## src/verilog/ebpc_pkg.sv

```systemverilog
package ebpc_pkg;
	// ==========================================
	// pin widths
	localparam int ADDR_W = 24;
	localparam int DATA_W = 8;
	localparam int CS_NUM = 4;
	localparam int WAIT_W = 3;
	localparam int RANGE_W = 8;
	// ==========================================
	// range byte positions: memory ranges use the top byte, i/o ranges the middle byte
	localparam int MEM_RANGE_LSB = 16;
	localparam int IO_RANGE_LSB = 8;
	// ==========================================
	// reset values
	localparam logic [ADDR_W-1:0] ADDR_RST = 24'h000000;
	localparam logic [DATA_W-1:0] DATA_RST = 8'h00;
	localparam logic [WAIT_W-1:0] WAIT_RST = 3'h0;
	localparam logic [CS_NUM-1:0] CS_N_RST = 4'hF;
	// ==========================================
	// bus cycle states, gray along idle-addr-strobe-done
	typedef enum logic [1:0] {
		ST_IDLE = 2'h0,
		ST_ADDR = 2'h1,
		ST_STRB = 2'h3,
		ST_DONE = 2'h2
	} ebpc_state_t;
endpackage : ebpc_pkg
```

## src/verilog/ebpc_pins.sv

```systemverilog
// What this block does
// - memory request low during memory access
// - read, write, fetch strobes qualify access
// - memory request undriven during reset
// - memory request is input under bus acknowledge
// - write strobe low; request pins pick space
// - write strobe tristated under bus acknowledge
// - read strobe low reading, tristated under acknowledge
// - four chip selects, each for its range
// - chip selects driven, decoded from pins always
// - location bus output normally, input under acknowledge
// - location pins feed chip select decode
// - per select wait states stretch accesses
// - data driven only on own write cycles
// - location bus is 24 bits wide
`timescale 1ns/1ps
module ebpc_pins (
	input wire logic core_clk,
	input wire logic rst_b,
	input wire logic bus_ack,
	input wire logic cpu_req,
	input wire logic cpu_is_io,
	input wire logic cpu_write,
	input wire logic cpu_fetch,
	input wire logic [ebpc_pkg::ADDR_W-1:0] cpu_addr,
	input wire logic [ebpc_pkg::DATA_W-1:0] cpu_wdata,
	output logic [ebpc_pkg::DATA_W-1:0] cpu_rdata,
	output logic cpu_done,
	input wire logic [ebpc_pkg::CS_NUM-1:0] cs_enable,
	input wire logic [ebpc_pkg::CS_NUM-1:0] cs_is_io,
	input wire logic [ebpc_pkg::CS_NUM*ebpc_pkg::RANGE_W-1:0] cs_lower,
	input wire logic [ebpc_pkg::CS_NUM*ebpc_pkg::RANGE_W-1:0] cs_upper,
	input wire logic [ebpc_pkg::CS_NUM*ebpc_pkg::WAIT_W-1:0] cs_waits,
	input wire logic memory_request_n_in,
	output logic memory_request_n_out,
	output logic memory_request_n_oe,
	input wire logic io_request_n_in,
	output logic io_request_n_out,
	output logic io_request_n_oe,
	output logic read_strobe_n_out,
	output logic read_strobe_n_oe,
	output logic write_strobe_n_out,
	output logic write_strobe_n_oe,
	output logic instruction_read_n,
	output logic [ebpc_pkg::CS_NUM-1:0] chip_select_n,
	input wire logic [ebpc_pkg::ADDR_W-1:0] external_location_bus_in,
	output logic [ebpc_pkg::ADDR_W-1:0] external_location_bus_out,
	output logic external_location_bus_oe,
	input wire logic [ebpc_pkg::DATA_W-1:0] data_bus_in,
	output logic [ebpc_pkg::DATA_W-1:0] data_bus_out,
	output logic data_bus_oe
);
	// ==========================================
	// bus cycle sequencer
	ebpc_pkg::ebpc_state_t state_r;
	ebpc_pkg::ebpc_state_t state_nxt;
	logic io_r;
	logic wr_r;
	logic fetch_r;
	logic [ebpc_pkg::ADDR_W-1:0] addr_r;
	logic [ebpc_pkg::DATA_W-1:0] cpu_wdata_r;
	logic [ebpc_pkg::WAIT_W-1:0] wait_r;
	logic [ebpc_pkg::CS_NUM-1:0] cs_hit;
	logic [ebpc_pkg::CS_NUM-1:0] cs_n_r;
	logic [ebpc_pkg::WAIT_W-1:0] hit_waits;
	logic active;
	logic strobing;

	always_comb begin
		state_nxt = state_r;
		unique case (state_r)
			ebpc_pkg::ST_IDLE: begin
				if (cpu_req) begin
					state_nxt = ebpc_pkg::ST_ADDR;
				end
			end
			ebpc_pkg::ST_ADDR: begin
				state_nxt = ebpc_pkg::ST_STRB;
			end
			ebpc_pkg::ST_STRB: begin
				if (wait_r == ebpc_pkg::WAIT_RST) begin
					state_nxt = ebpc_pkg::ST_DONE;
				end
			end
			ebpc_pkg::ST_DONE: begin
				state_nxt = ebpc_pkg::ST_IDLE;
			end
		endcase
		// an outside master owns the pins: an unfinished cycle is dropped and retried later
		if (bus_ack) begin
			state_nxt = ebpc_pkg::ST_IDLE;
		end
	end

	always_ff @(posedge core_clk) begin
		if (!rst_b) begin
			state_r <= ebpc_pkg::ST_IDLE;
		end else begin
			state_r <= state_nxt;
		end
	end

	always_ff @(posedge core_clk) begin
		if (!rst_b) begin
			addr_r <= ebpc_pkg::ADDR_RST;
			io_r <= 1'b0;
			wr_r <= 1'b0;
			fetch_r <= 1'b0;
		end else if (state_r == ebpc_pkg::ST_IDLE && cpu_req && !bus_ack) begin
			addr_r <= cpu_addr;
			io_r <= cpu_is_io;
			wr_r <= cpu_write;
			fetch_r <= cpu_fetch && !cpu_is_io;
		end
	end

	// wait count is loaded from the select that the address hits as the strobe opens
	always_ff @(posedge core_clk) begin
		if (!rst_b) begin
			wait_r <= ebpc_pkg::WAIT_RST;
		end else if (state_r == ebpc_pkg::ST_ADDR) begin
			wait_r <= hit_waits;
		end else if (state_r == ebpc_pkg::ST_STRB && wait_r != ebpc_pkg::WAIT_RST) begin
			wait_r <= wait_r - 3'h1;
		end
	end

	assign active = (state_r == ebpc_pkg::ST_ADDR) || (state_r == ebpc_pkg::ST_STRB);
	assign strobing = state_r == ebpc_pkg::ST_STRB;

	// ==========================================
	// pin drivers
	always_comb begin
		memory_request_n_out = !(active && !io_r);
		io_request_n_out = !(active && io_r);
		read_strobe_n_out = !(strobing && !wr_r);
		write_strobe_n_out = !(strobing && wr_r);
		instruction_read_n = !(active && fetch_r);
		external_location_bus_out = addr_r;
		data_bus_out = cpu_wdata_r;
	end

	// gating with the reset level keeps request pins off in the very first reset cycle
	assign memory_request_n_oe = rst_b && !bus_ack;
	assign io_request_n_oe = rst_b && !bus_ack;
	assign read_strobe_n_oe = !bus_ack;
	assign write_strobe_n_oe = !bus_ack;
	assign external_location_bus_oe = !bus_ack;
	assign data_bus_oe = strobing && wr_r && !bus_ack;

	always_ff @(posedge core_clk) begin
		if (!rst_b) begin
			cpu_wdata_r <= ebpc_pkg::DATA_RST;
		end else if (state_r == ebpc_pkg::ST_IDLE && cpu_req && !bus_ack) begin
			cpu_wdata_r <= cpu_wdata;
		end
	end

	// ==========================================
	// read capture and completion
	always_ff @(posedge core_clk) begin
		if (!rst_b) begin
			cpu_rdata <= ebpc_pkg::DATA_RST;
		end else if (strobing && !wr_r && state_nxt == ebpc_pkg::ST_DONE) begin
			cpu_rdata <= data_bus_in;
		end
	end

	assign cpu_done = state_r == ebpc_pkg::ST_DONE;

	// ==========================================
	// chip select decode from the pin levels, whoever drives them
	logic [ebpc_pkg::ADDR_W-1:0] pin_addr;
	logic pin_mem_req_n;
	logic pin_io_req_n;
	logic [ebpc_pkg::CS_NUM-1:0] cs_in_range;

	assign pin_addr = bus_ack ? external_location_bus_in : addr_r;
	assign pin_mem_req_n = bus_ack ? memory_request_n_in : memory_request_n_out;
	assign pin_io_req_n = bus_ack ? io_request_n_in : io_request_n_out;

	for (genvar i = 0; i < ebpc_pkg::CS_NUM; i++) begin : g_cs
		logic [ebpc_pkg::RANGE_W-1:0] sel;
		logic [ebpc_pkg::RANGE_W-1:0] lo;
		logic [ebpc_pkg::RANGE_W-1:0] hi;
		assign lo = cs_lower[i*ebpc_pkg::RANGE_W +: ebpc_pkg::RANGE_W];
		assign hi = cs_upper[i*ebpc_pkg::RANGE_W +: ebpc_pkg::RANGE_W];
		assign sel = cs_is_io[i] ? pin_addr[ebpc_pkg::IO_RANGE_LSB +: ebpc_pkg::RANGE_W]
			: pin_addr[ebpc_pkg::MEM_RANGE_LSB +: ebpc_pkg::RANGE_W];
		assign cs_in_range[i] = cs_enable[i] && sel >= lo && sel <= hi
			&& (cs_is_io[i] ? !pin_io_req_n : !pin_mem_req_n);
	end

	// overlapping ranges: the lowest-numbered select wins so at most one asserts
	always_comb begin
		cs_hit = '0;
		hit_waits = ebpc_pkg::WAIT_RST;
		for (int k = ebpc_pkg::CS_NUM - 1; k >= 0; k--) begin
			if (cs_in_range[k]) begin
				cs_hit = '0;
				cs_hit[k] = 1'b1;
				hit_waits = cs_waits[k*ebpc_pkg::WAIT_W +: ebpc_pkg::WAIT_W];
			end
		end
	end

	always_ff @(posedge core_clk) begin
		if (!rst_b) begin
			cs_n_r <= ebpc_pkg::CS_N_RST;
		end else begin
			cs_n_r <= ~cs_hit;
		end
	end

	assign chip_select_n = cs_n_r;

	// ==========================================
	// checks
	property p_mem_req_float_reset;
		@(posedge core_clk) !rst_b |-> !memory_request_n_oe;
	endproperty
	a_mem_req_float_reset: assert property (p_mem_req_float_reset)
		else $error("memory request driven during reset");

	property p_ack_inputs;
		@(posedge core_clk) disable iff (!rst_b)
		bus_ack |-> !memory_request_n_oe && !io_request_n_oe && !external_location_bus_oe;
	endproperty
	a_ack_inputs: assert property (p_ack_inputs)
		else $error("request or location pins driven under bus acknowledge");

	property p_wr_tristate;
		@(posedge core_clk) disable iff (!rst_b) bus_ack |-> !write_strobe_n_oe;
	endproperty
	a_wr_tristate: assert property (p_wr_tristate)
		else $error("write strobe driven under bus acknowledge");

	property p_rd_strobe;
		@(posedge core_clk) disable iff (!rst_b)
		(state_r == ebpc_pkg::ST_ADDR && !wr_r && !bus_ack) |=> bus_ack
			|| (!read_strobe_n_out && read_strobe_n_oe && write_strobe_n_out);
	endproperty
	a_rd_strobe: assert property (p_rd_strobe)
		else $error("read strobe not low in read strobe phase");

	property p_mem_request;
		@(posedge core_clk) disable iff (!rst_b)
		(state_r == ebpc_pkg::ST_IDLE && cpu_req && !cpu_is_io && !bus_ack)
			|=> !memory_request_n_out && io_request_n_out || bus_ack;
	endproperty
	a_mem_request: assert property (p_mem_request)
		else $error("memory request not low for memory access");

	property p_data_write_only;
		@(posedge core_clk) disable iff (!rst_b)
		data_bus_oe |-> !write_strobe_n_out && !bus_ack;
	endproperty
	a_data_write_only: assert property (p_data_write_only)
		else $error("data bus driven outside own write");

	property p_cs_single;
		@(posedge core_clk) disable iff (!rst_b) $onehot0(~chip_select_n);
	endproperty
	a_cs_single: assert property (p_cs_single)
		else $error("more than one chip select low");

	property p_cs_from_pins;
		@(posedge core_clk) disable iff (!rst_b)
		(bus_ack && cs_enable[0] && !cs_is_io[0] && !memory_request_n_in
			&& external_location_bus_in[23:16] >= cs_lower[7:0]
			&& external_location_bus_in[23:16] <= cs_upper[7:0]) |=> !chip_select_n[0];
	endproperty
	a_cs_from_pins: assert property (p_cs_from_pins)
		else $error("chip select 0 not decoded from external pins");

	// a grant to the outside master aborts the cycle, so only an undisturbed access is held
	property p_wait_stretch;
		@(posedge core_clk) disable iff (!rst_b || bus_ack)
		(state_r == ebpc_pkg::ST_ADDR && hit_waits == 3'h2 && !bus_ack)
			|=> (state_r == ebpc_pkg::ST_STRB) [*3];
	endproperty
	a_wait_stretch: assert property (p_wait_stretch)
		else $error("two wait states did not stretch strobe to three cycles");

	c_read: cover property (@(posedge core_clk) disable iff (!rst_b)
		cpu_done && !wr_r);
	c_write: cover property (@(posedge core_clk) disable iff (!rst_b)
		cpu_done && wr_r);
	c_ack_cs: cover property (@(posedge core_clk) disable iff (!rst_b)
		bus_ack && chip_select_n != ebpc_pkg::CS_N_RST);
	c_waited: cover property (@(posedge core_clk) disable iff (!rst_b)
		strobing && wait_r != ebpc_pkg::WAIT_RST);
endmodule : ebpc_pins

```

## config.mk

```make
export PLATFORM = sky130hd
export DESIGN_NAME = ebpc_pins
export DESIGN_NICKNAME = d
export VERILOG_FILES = /design/src/verilog/ebpc_pkg.sv /design/src/verilog/ebpc_pins.sv
export SDC_FILE = /design/constraint.sdc
export NUM_CORES = 1
export LEC_CHECK = 0
export ABC_AREA = 1
export BUFFER_PORTS_ARGS = -buffer_cell sky130_fd_sc_hd__buf_2
export CORE_UTILIZATION = 40
export CTS_CLUSTER_DIAMETER = 80
export DETAILED_ROUTE_END_ITERATION = 8
export PLACE_DENSITY = 0.71
export SLEW_MARGIN = 20
export SYNTH_ARGS = -nofsm -noshare
export SYNTH_HDL_FRONTEND = slang
export SYNTH_SLANG_ARGS = --single-unit
export TNS_END_PERCENT = 30
```

## constraint.sdc

```tcl
create_clock -name core_clk -period 2.05 [get_ports core_clk]
set_clock_uncertainty 0.05 [all_clocks]
set_input_delay 0.1025 -clock core_clk [delete_from_list [all_inputs] [get_ports core_clk]]
set_output_delay 0.1025 -clock core_clk [all_outputs]
set_load 0.02 [all_outputs]
```

Yosys cells after proc, flatten, opt, wreduce, memory -nomap -nowiden
Cells that the tools add are included.

word-level totals
  register bits after elaboration = 52
  input port bits = 157
  output and inout port bits = 56
  logic and storage cells = 88

cells by class
  $add $sub $neg = 1
  magnitude comparators = 8
  equality and inequality tests = 4
  mux-type cells = 25
  bitwise logic cells = 1
  reductions and logical operators = 40

operators by type and width
  cell                                                  count
  greater-or-equal comparator 8 bit                     4
  <= comparator 8 bit                                   4
  2-to-1 mux 8 bit                                      4
  logical AND 1 bit                                     24
  2-to-1 mux 24 bit                                     1
  2-to-1 mux 3 bit                                      6
  2-to-1 mux 4 bit                                      4
  zero test 1 bit                                       11
  case mux 2 bit (4 select lines)                       1
  equality test 2 bit (second input constant)           3
  2-to-1 mux 1 bit                                      6
  2-to-1 mux 2 bit                                      3
  inverter 4 bit                                        1
  zero test 3 bit                                       1
  nonzero test 3 bit                                    1
  subtractor 3 x 1 -> 3 bit (second input constant)     1
  equality test 2 x 1 -> 1 bit (second input constant)  1
  zero test 2 bit                                       1
  nonzero test 2 bit                                    1
  logical OR 1 bit                                      1

Depth between registers and ports, before layout
  word-level depth = 13
  gate-level depth with buffers = 22
  mapped depth without buffers = 21

Worst setup path after synthesis
OpenSTA, ideal clock, no wires.

  path kind = input to register
  start = in bus_ack
  end = reg cs_n_r, in the netlist chip_select_n[3]
  setup time = 0.124 ns
  arrival = 2.047 ns
  data required time = 1.876 ns
  slack = -0.171 ns
  stages = 15
  path through = buf_2 > clkbuf_1 > nand2_1 > nand2_1 > nand2_1 > o21ai_0 > ha_1 > a21oi_1 > nor2_1 > nor3_1 > nand3_1 > nand3_1 > inv_1 > nor2_1 > nand3_1

on the way
  word-level cells in the longest chain between the ends = 11
  elaborated cells between the ends (all ways) = 38

ends and longest elaborated chain
  item                               RTL line          RTL
  start, declared                    ebpc_pins.sv:20   input wire logic bus_ack,
  2-to-1 mux 24 bit                  ebpc_pins.sv:178  assign pin_addr = bus_ack ? external_location_bus_in : addr_r;
  2-to-1 mux 8 bit                   ebpc_pins.sv:188  assign sel = cs_is_io[i] ? pin_addr[ebpc_pkg::IO_RANGE_LSB +: ebpc_pkg::RANGE_W]
  greater-or-equal comparator 8 bit  ebpc_pins.sv:190  assign cs_in_range[i] = cs_enable[i] && sel >= lo && sel <= hi
  logical AND 1 bit (2 in series)    ebpc_pins.sv:190
  logical AND 1 bit                  ebpc_pins.sv:191  && (cs_is_io[i] ? !pin_io_req_n : !pin_mem_req_n);
  2-to-1 mux 4 bit (3 in series)     ebpc_pins.sv:199  if (cs_in_range[k]) begin
  2-to-1 mux 4 bit (*)               ebpc_pins.sv:199
  inverter 4 bit (*)                 ebpc_pins.sv:211  cs_n_r <= ~cs_hit;
  end signal, assigned               ebpc_pins.sv:209  cs_n_r <= ebpc_pkg::CS_N_RST;
  end signal, assigned               ebpc_pins.sv:211
  end, declared                      ebpc_pins.sv:64   logic [ebpc_pkg::CS_NUM-1:0] cs_n_r;

Every way passes the cells marked *; elsewhere a longest branch is shown, timed or not.
A chain may end at the register's enable or synchronous reset.

Worst setup path after layout
  start = reg addr_r, in the netlist external_location_bus_out[22]
  end = reg wait_r[0] (netlist bit)

on the way
  word-level cells in the longest chain between the ends = 11
  elaborated cells between the ends (all ways) = 30

ends and longest elaborated chain
  item                               RTL line          RTL
  start, declared                    ebpc_pins.sv:60   logic [ebpc_pkg::ADDR_W-1:0] addr_r;
  start signal, assigned             ebpc_pins.sv:105  addr_r <= ebpc_pkg::ADDR_RST;
  start signal, assigned             ebpc_pins.sv:110  addr_r <= cpu_addr;
  2-to-1 mux 24 bit (*)              ebpc_pins.sv:178
  2-to-1 mux 8 bit                   ebpc_pins.sv:188
  greater-or-equal comparator 8 bit  ebpc_pins.sv:190
  logical AND 1 bit (2 in series)    ebpc_pins.sv:190
  logical AND 1 bit                  ebpc_pins.sv:191
  2-to-1 mux 3 bit (3 in series)     ebpc_pins.sv:199
  2-to-1 mux 3 bit (*)               ebpc_pins.sv:199
  2-to-1 mux 3 bit (*)               ebpc_pins.sv:121  end else if (state_r == ebpc_pkg::ST_ADDR) begin
  end signal, assigned               ebpc_pins.sv:120  wait_r <= ebpc_pkg::WAIT_RST;
  end signal, assigned               ebpc_pins.sv:122  wait_r <= hit_waits;
  end signal, assigned               ebpc_pins.sv:124  wait_r <= wait_r - 3'h1;
  end, declared                      ebpc_pins.sv:62   logic [ebpc_pkg::WAIT_W-1:0] wait_r;

Marked as above.

==> impl_metrics.yaml <==
worst_setup_path:
  path_max_fanout: 5
  end_kind: "flop"
  cp.arrival_ns: 2.40
  startpoint_type: "flop"
  max_stage_delay_ns: 0.32
  cpMaxStageDelayCell: "dfxtp_1"
  crit_buf_inv: 1
  worstPathRequired_ns: 2.24
  cpMostUsedCell: "nand2_1"
  r2r_slack_ns: -0.16
  cp_top_family: "simple AND/OR/NAND/NOR gates"
  path_class: "reg2reg"
  path_cells: "mux2i_1, o21ai_0, ha_1, nand2_1, nor2_1, nand4_1, nand2_2, nand3_4, clkinv_4, nand2_1, nand2_1, nand2_1, nand2_1, nand2_1, a21oi_2"
yosys:
  synthSimpleGateAreaFrac: 0.279
  synth.area.top_cells: "dfxtp_1 24%, ha_1 19%, nand2_1 13%, nor2_1 10%, o21ai_0 9.1%"
  synth_fa_ha_area_frac: 0.192
  synth_top_area_frac: 0.242
  ys.flop_type: "dfxtp_1"
  ys_ff_latch: 52
  ys_seq_area_frac: 0.242
  syn_avg_cell_area_um2: 6.34
  synth_common_cells: "147 x nand2_1, 120 x nor2_1, 98 x inv_1, 78 x o21ai_0, 66 x ha_1"
  yosysMostFrequentCell: "nand2_1"
  yosysWarnings: 0
  synth_edf_count: 0
  yosysUniqueCellTypes: 27
  synth_nets: 902
  synthXorXnorAreaFrac: 0
  synth_compound_area_frac: 0.150
  netlist_instances: 679
  async_flop_share: 0
  synth_top_family_by_area: "simple AND/OR/NAND/NOR gates"
  syn_area_um2: 4300
  synth_mux_area_frac: 0.0186
  synth.largest_area_cell: "dfxtp_1"
detailed_routing:
  wire_per_inst_um: 13.1
  dr.pass1.iters: 4
  drtIter0Drc: 214
  drcViolationCount: 0
  vias: 5103
  final_antenna_net_count: 0
  avgViaCountPerCell: 4.74
  routed_wirelength_um: 14100
timing:
  fin_crit_sh: 1.08
  worst_slew_pin_slew_ns: 0.387
  drv_slew: 0
  fin_crit_ns: 2.21
  setup_viol: 5
  relSlewSlack: 0.741
  max_freq_ghz: 0.452
  finalWorstSetupSlack_ns: -0.162
  hold_violations: 0
  rsz0062_at_grt: "yes"
floorplan:
  fp.dieArea_um2: 11200
  start_util: 0.415
  dieHeight_um: 106
  chipWidth_um: 106
  row_count: 37
  core_um2: 10400
  io_pins: 213
power_and_ir_drop:
  swShare: 0.364
  p_clk_frac: 0.206
  power.total_mw: 2.94
  p_per_area_nw_per_um2: 462
  pwr-share-seq: 0.374
  power.internal_mw: 1.87
  comb_power_share: 0.421
  leakage_nw: 3.60
  p_sw_mw: 1.07
  vdd_drop_max_mv: 0.439
cts:
  numCtsBuffers: 5
  clk_latency_ns: 0.30
  clk_pin_slew_worst_paths_ns: 0.09
  cts_tree: "built"
  clock_sinks: 52
  h-tree-depth: 2
  cts-root-buf: "clkbuf_8"
  cts_buffer_depth: 2
job:
  timing.max_cap.violations: 0
run_status:
  violations: "setup timing"
  outcome: "finished, violations left"
global_routing:
  grt_pass1_vias: 4973
  grt.met1_usage: 0.296
  grt_remaining_overflow: 0
  use_met2: 0.456
  top_usage_layer: "met2"
  grt_pass1_wl_um: 22600
  grt_use_total: 0.253
  use_met3: 0.0526
  grt_max_degree: 38
  grt_antenna_before_repair: 0
layout:
  area_growth_pct: 48.2
  layout.nets: 1162
  fin_util: 0.615
  fin_cells: 1076
  antennaDiodeCount: 0
  num-fill-cells: 1034
  drive_above_1_share: 0.338
place:
  dp_cells: 1038
  place_ws_ns: -0.517
  gp_congestion: 0.904
  dp_hpwl_um: 11000
  port_buffers: 204
min_path:
  min_path_type: "in2reg"
[cell families (layout without fill, tap and decap cells)]
kind of cell	count (synthesis)	after routing
AOI/OAI and AO/OA	123	123
adders and majority gates	66	66
buffers and inverters	129	390
DFF	52	52
muxes	8	8
and+or+nand+nor	301	301
[tightest hold or removal path, delay by kind of cell]
family                 cells  cell delay [ns]
AND/OR/NAND/NOR            1             0.08
buffers and inverters      1             0.07
AO/OA/AOI/OAI              1             0.07
[worst paths after layout]
check,startpoint,to,cells past startpoint
setup / recovery,external_location_bus_out[22]$_SDFFE_PN0P_,wait_r[0]$_SDFFE_PN0P_,15
setup reg to reg,external_location_bus_out[22]$_SDFFE_PN0P_,wait_r[0]$_SDFFE_PN0P_,15
hold / removal,cpu_addr[17],external_location_bus_out[17]$_SDFFE_PN0P_,3
hold reg to reg,fetch_r$_SDFFE_PN0P_,fetch_r$_SDFFE_PN0P_,2
[layout make-up]
class | instances | area (um2) | area share
Timing Repair Buffer | 279 | 1680 | 0.263
Clock buffer | 6 | 72.6 | 0.0114
Tap cell | 136 | 170 | 0.0267
Sequential cell | 52 | 1050 | 0.165
Inverter | 103 | 392 | 0.0614
Clock inverter | 2 | 17.5 | 0.00275
Multi-Input combinational cell | 498 | 3000 | 0.470
[layer usage]
metal | vias up | share of wire
met5 | - | 0
met4 | 0 | 0.027
met3 | 26 | 0.074
met2 | 194 | 0.48
met1 | 2201 | 0.42
li1 | 2682 | -
[through the flow]
stage                     area (um2)  hold WS (ns)  setup TNS, ns
final                           6370        0.0126         -0.601
after global routing            6370        0.0165          -1.88
after CTS                       6280       0.00138         -0.315
after detailed placement        5740         0.288          -3.22
after global placement          5740         0.273          -2.60
after floorplan                 4310         0.187        -0.0390
[registers in the layout (all words and copies together) (netlist names)]
signal                     cells
wr_r                           1
fetch_r                        1
data_bus_out                   8
external_location_bus_out     24
state_r                        2
cpu_rdata                      8
chip_select_n                  4
wait_r                         3
io_r                           1
[cell usage in the layout, fill, tap and decap left out, types with 3 or more instances in the layout]
cell type      Yosys  final
a21oi_1           31     25
a21oi_2            0      6
buf_2              5    204
buf_4              5     46
clkbuf_8           0      5
dfxtp_1           52     47
dfxtp_2            0      4
dlygate4sd3_1      0     27
ha_1              66     61
ha_4               0      5
inv_1             98     97
inv_2              4      5
mux2i_1            8      6
nand2_1          147    133
nand2_2            0     14
nand3_1           17     12
nand3_2            2      5
nand4_1            9      9
nor2_1           120    117
nor2_2             1      3
nor3_1             3      3
o21a_1             4      4
o21ai_0           78     53
o21ai_1            1     17
o21ai_2            0      7
o21bai_1           4      4
[timing repair]
action                                 in CTS  in global routing
pin swaps                                  28                 13
hold buffers                               27                  0
setup endpoints to repair                   7                 16
buffers inserted                            2                  1
gates resized for setup                    64                 20
endpoints found under the hold margin      26                  0
[power groups by stage]
stage / clock, mW / combinational, mW / sequential [mW]
floorplan: 0 / 0.596 / 1.18
global placement: 0 / 1.08 / 1.12
detailed placement: 0 / 1.10 / 1.12
CTS: 0.626 / 1.21 / 1.10
global route: 0.668 / 1.40 / 1.11
finish: 0.605 / 1.24 / 1.10
No activity file was read; power rests on OpenSTA's default activity.
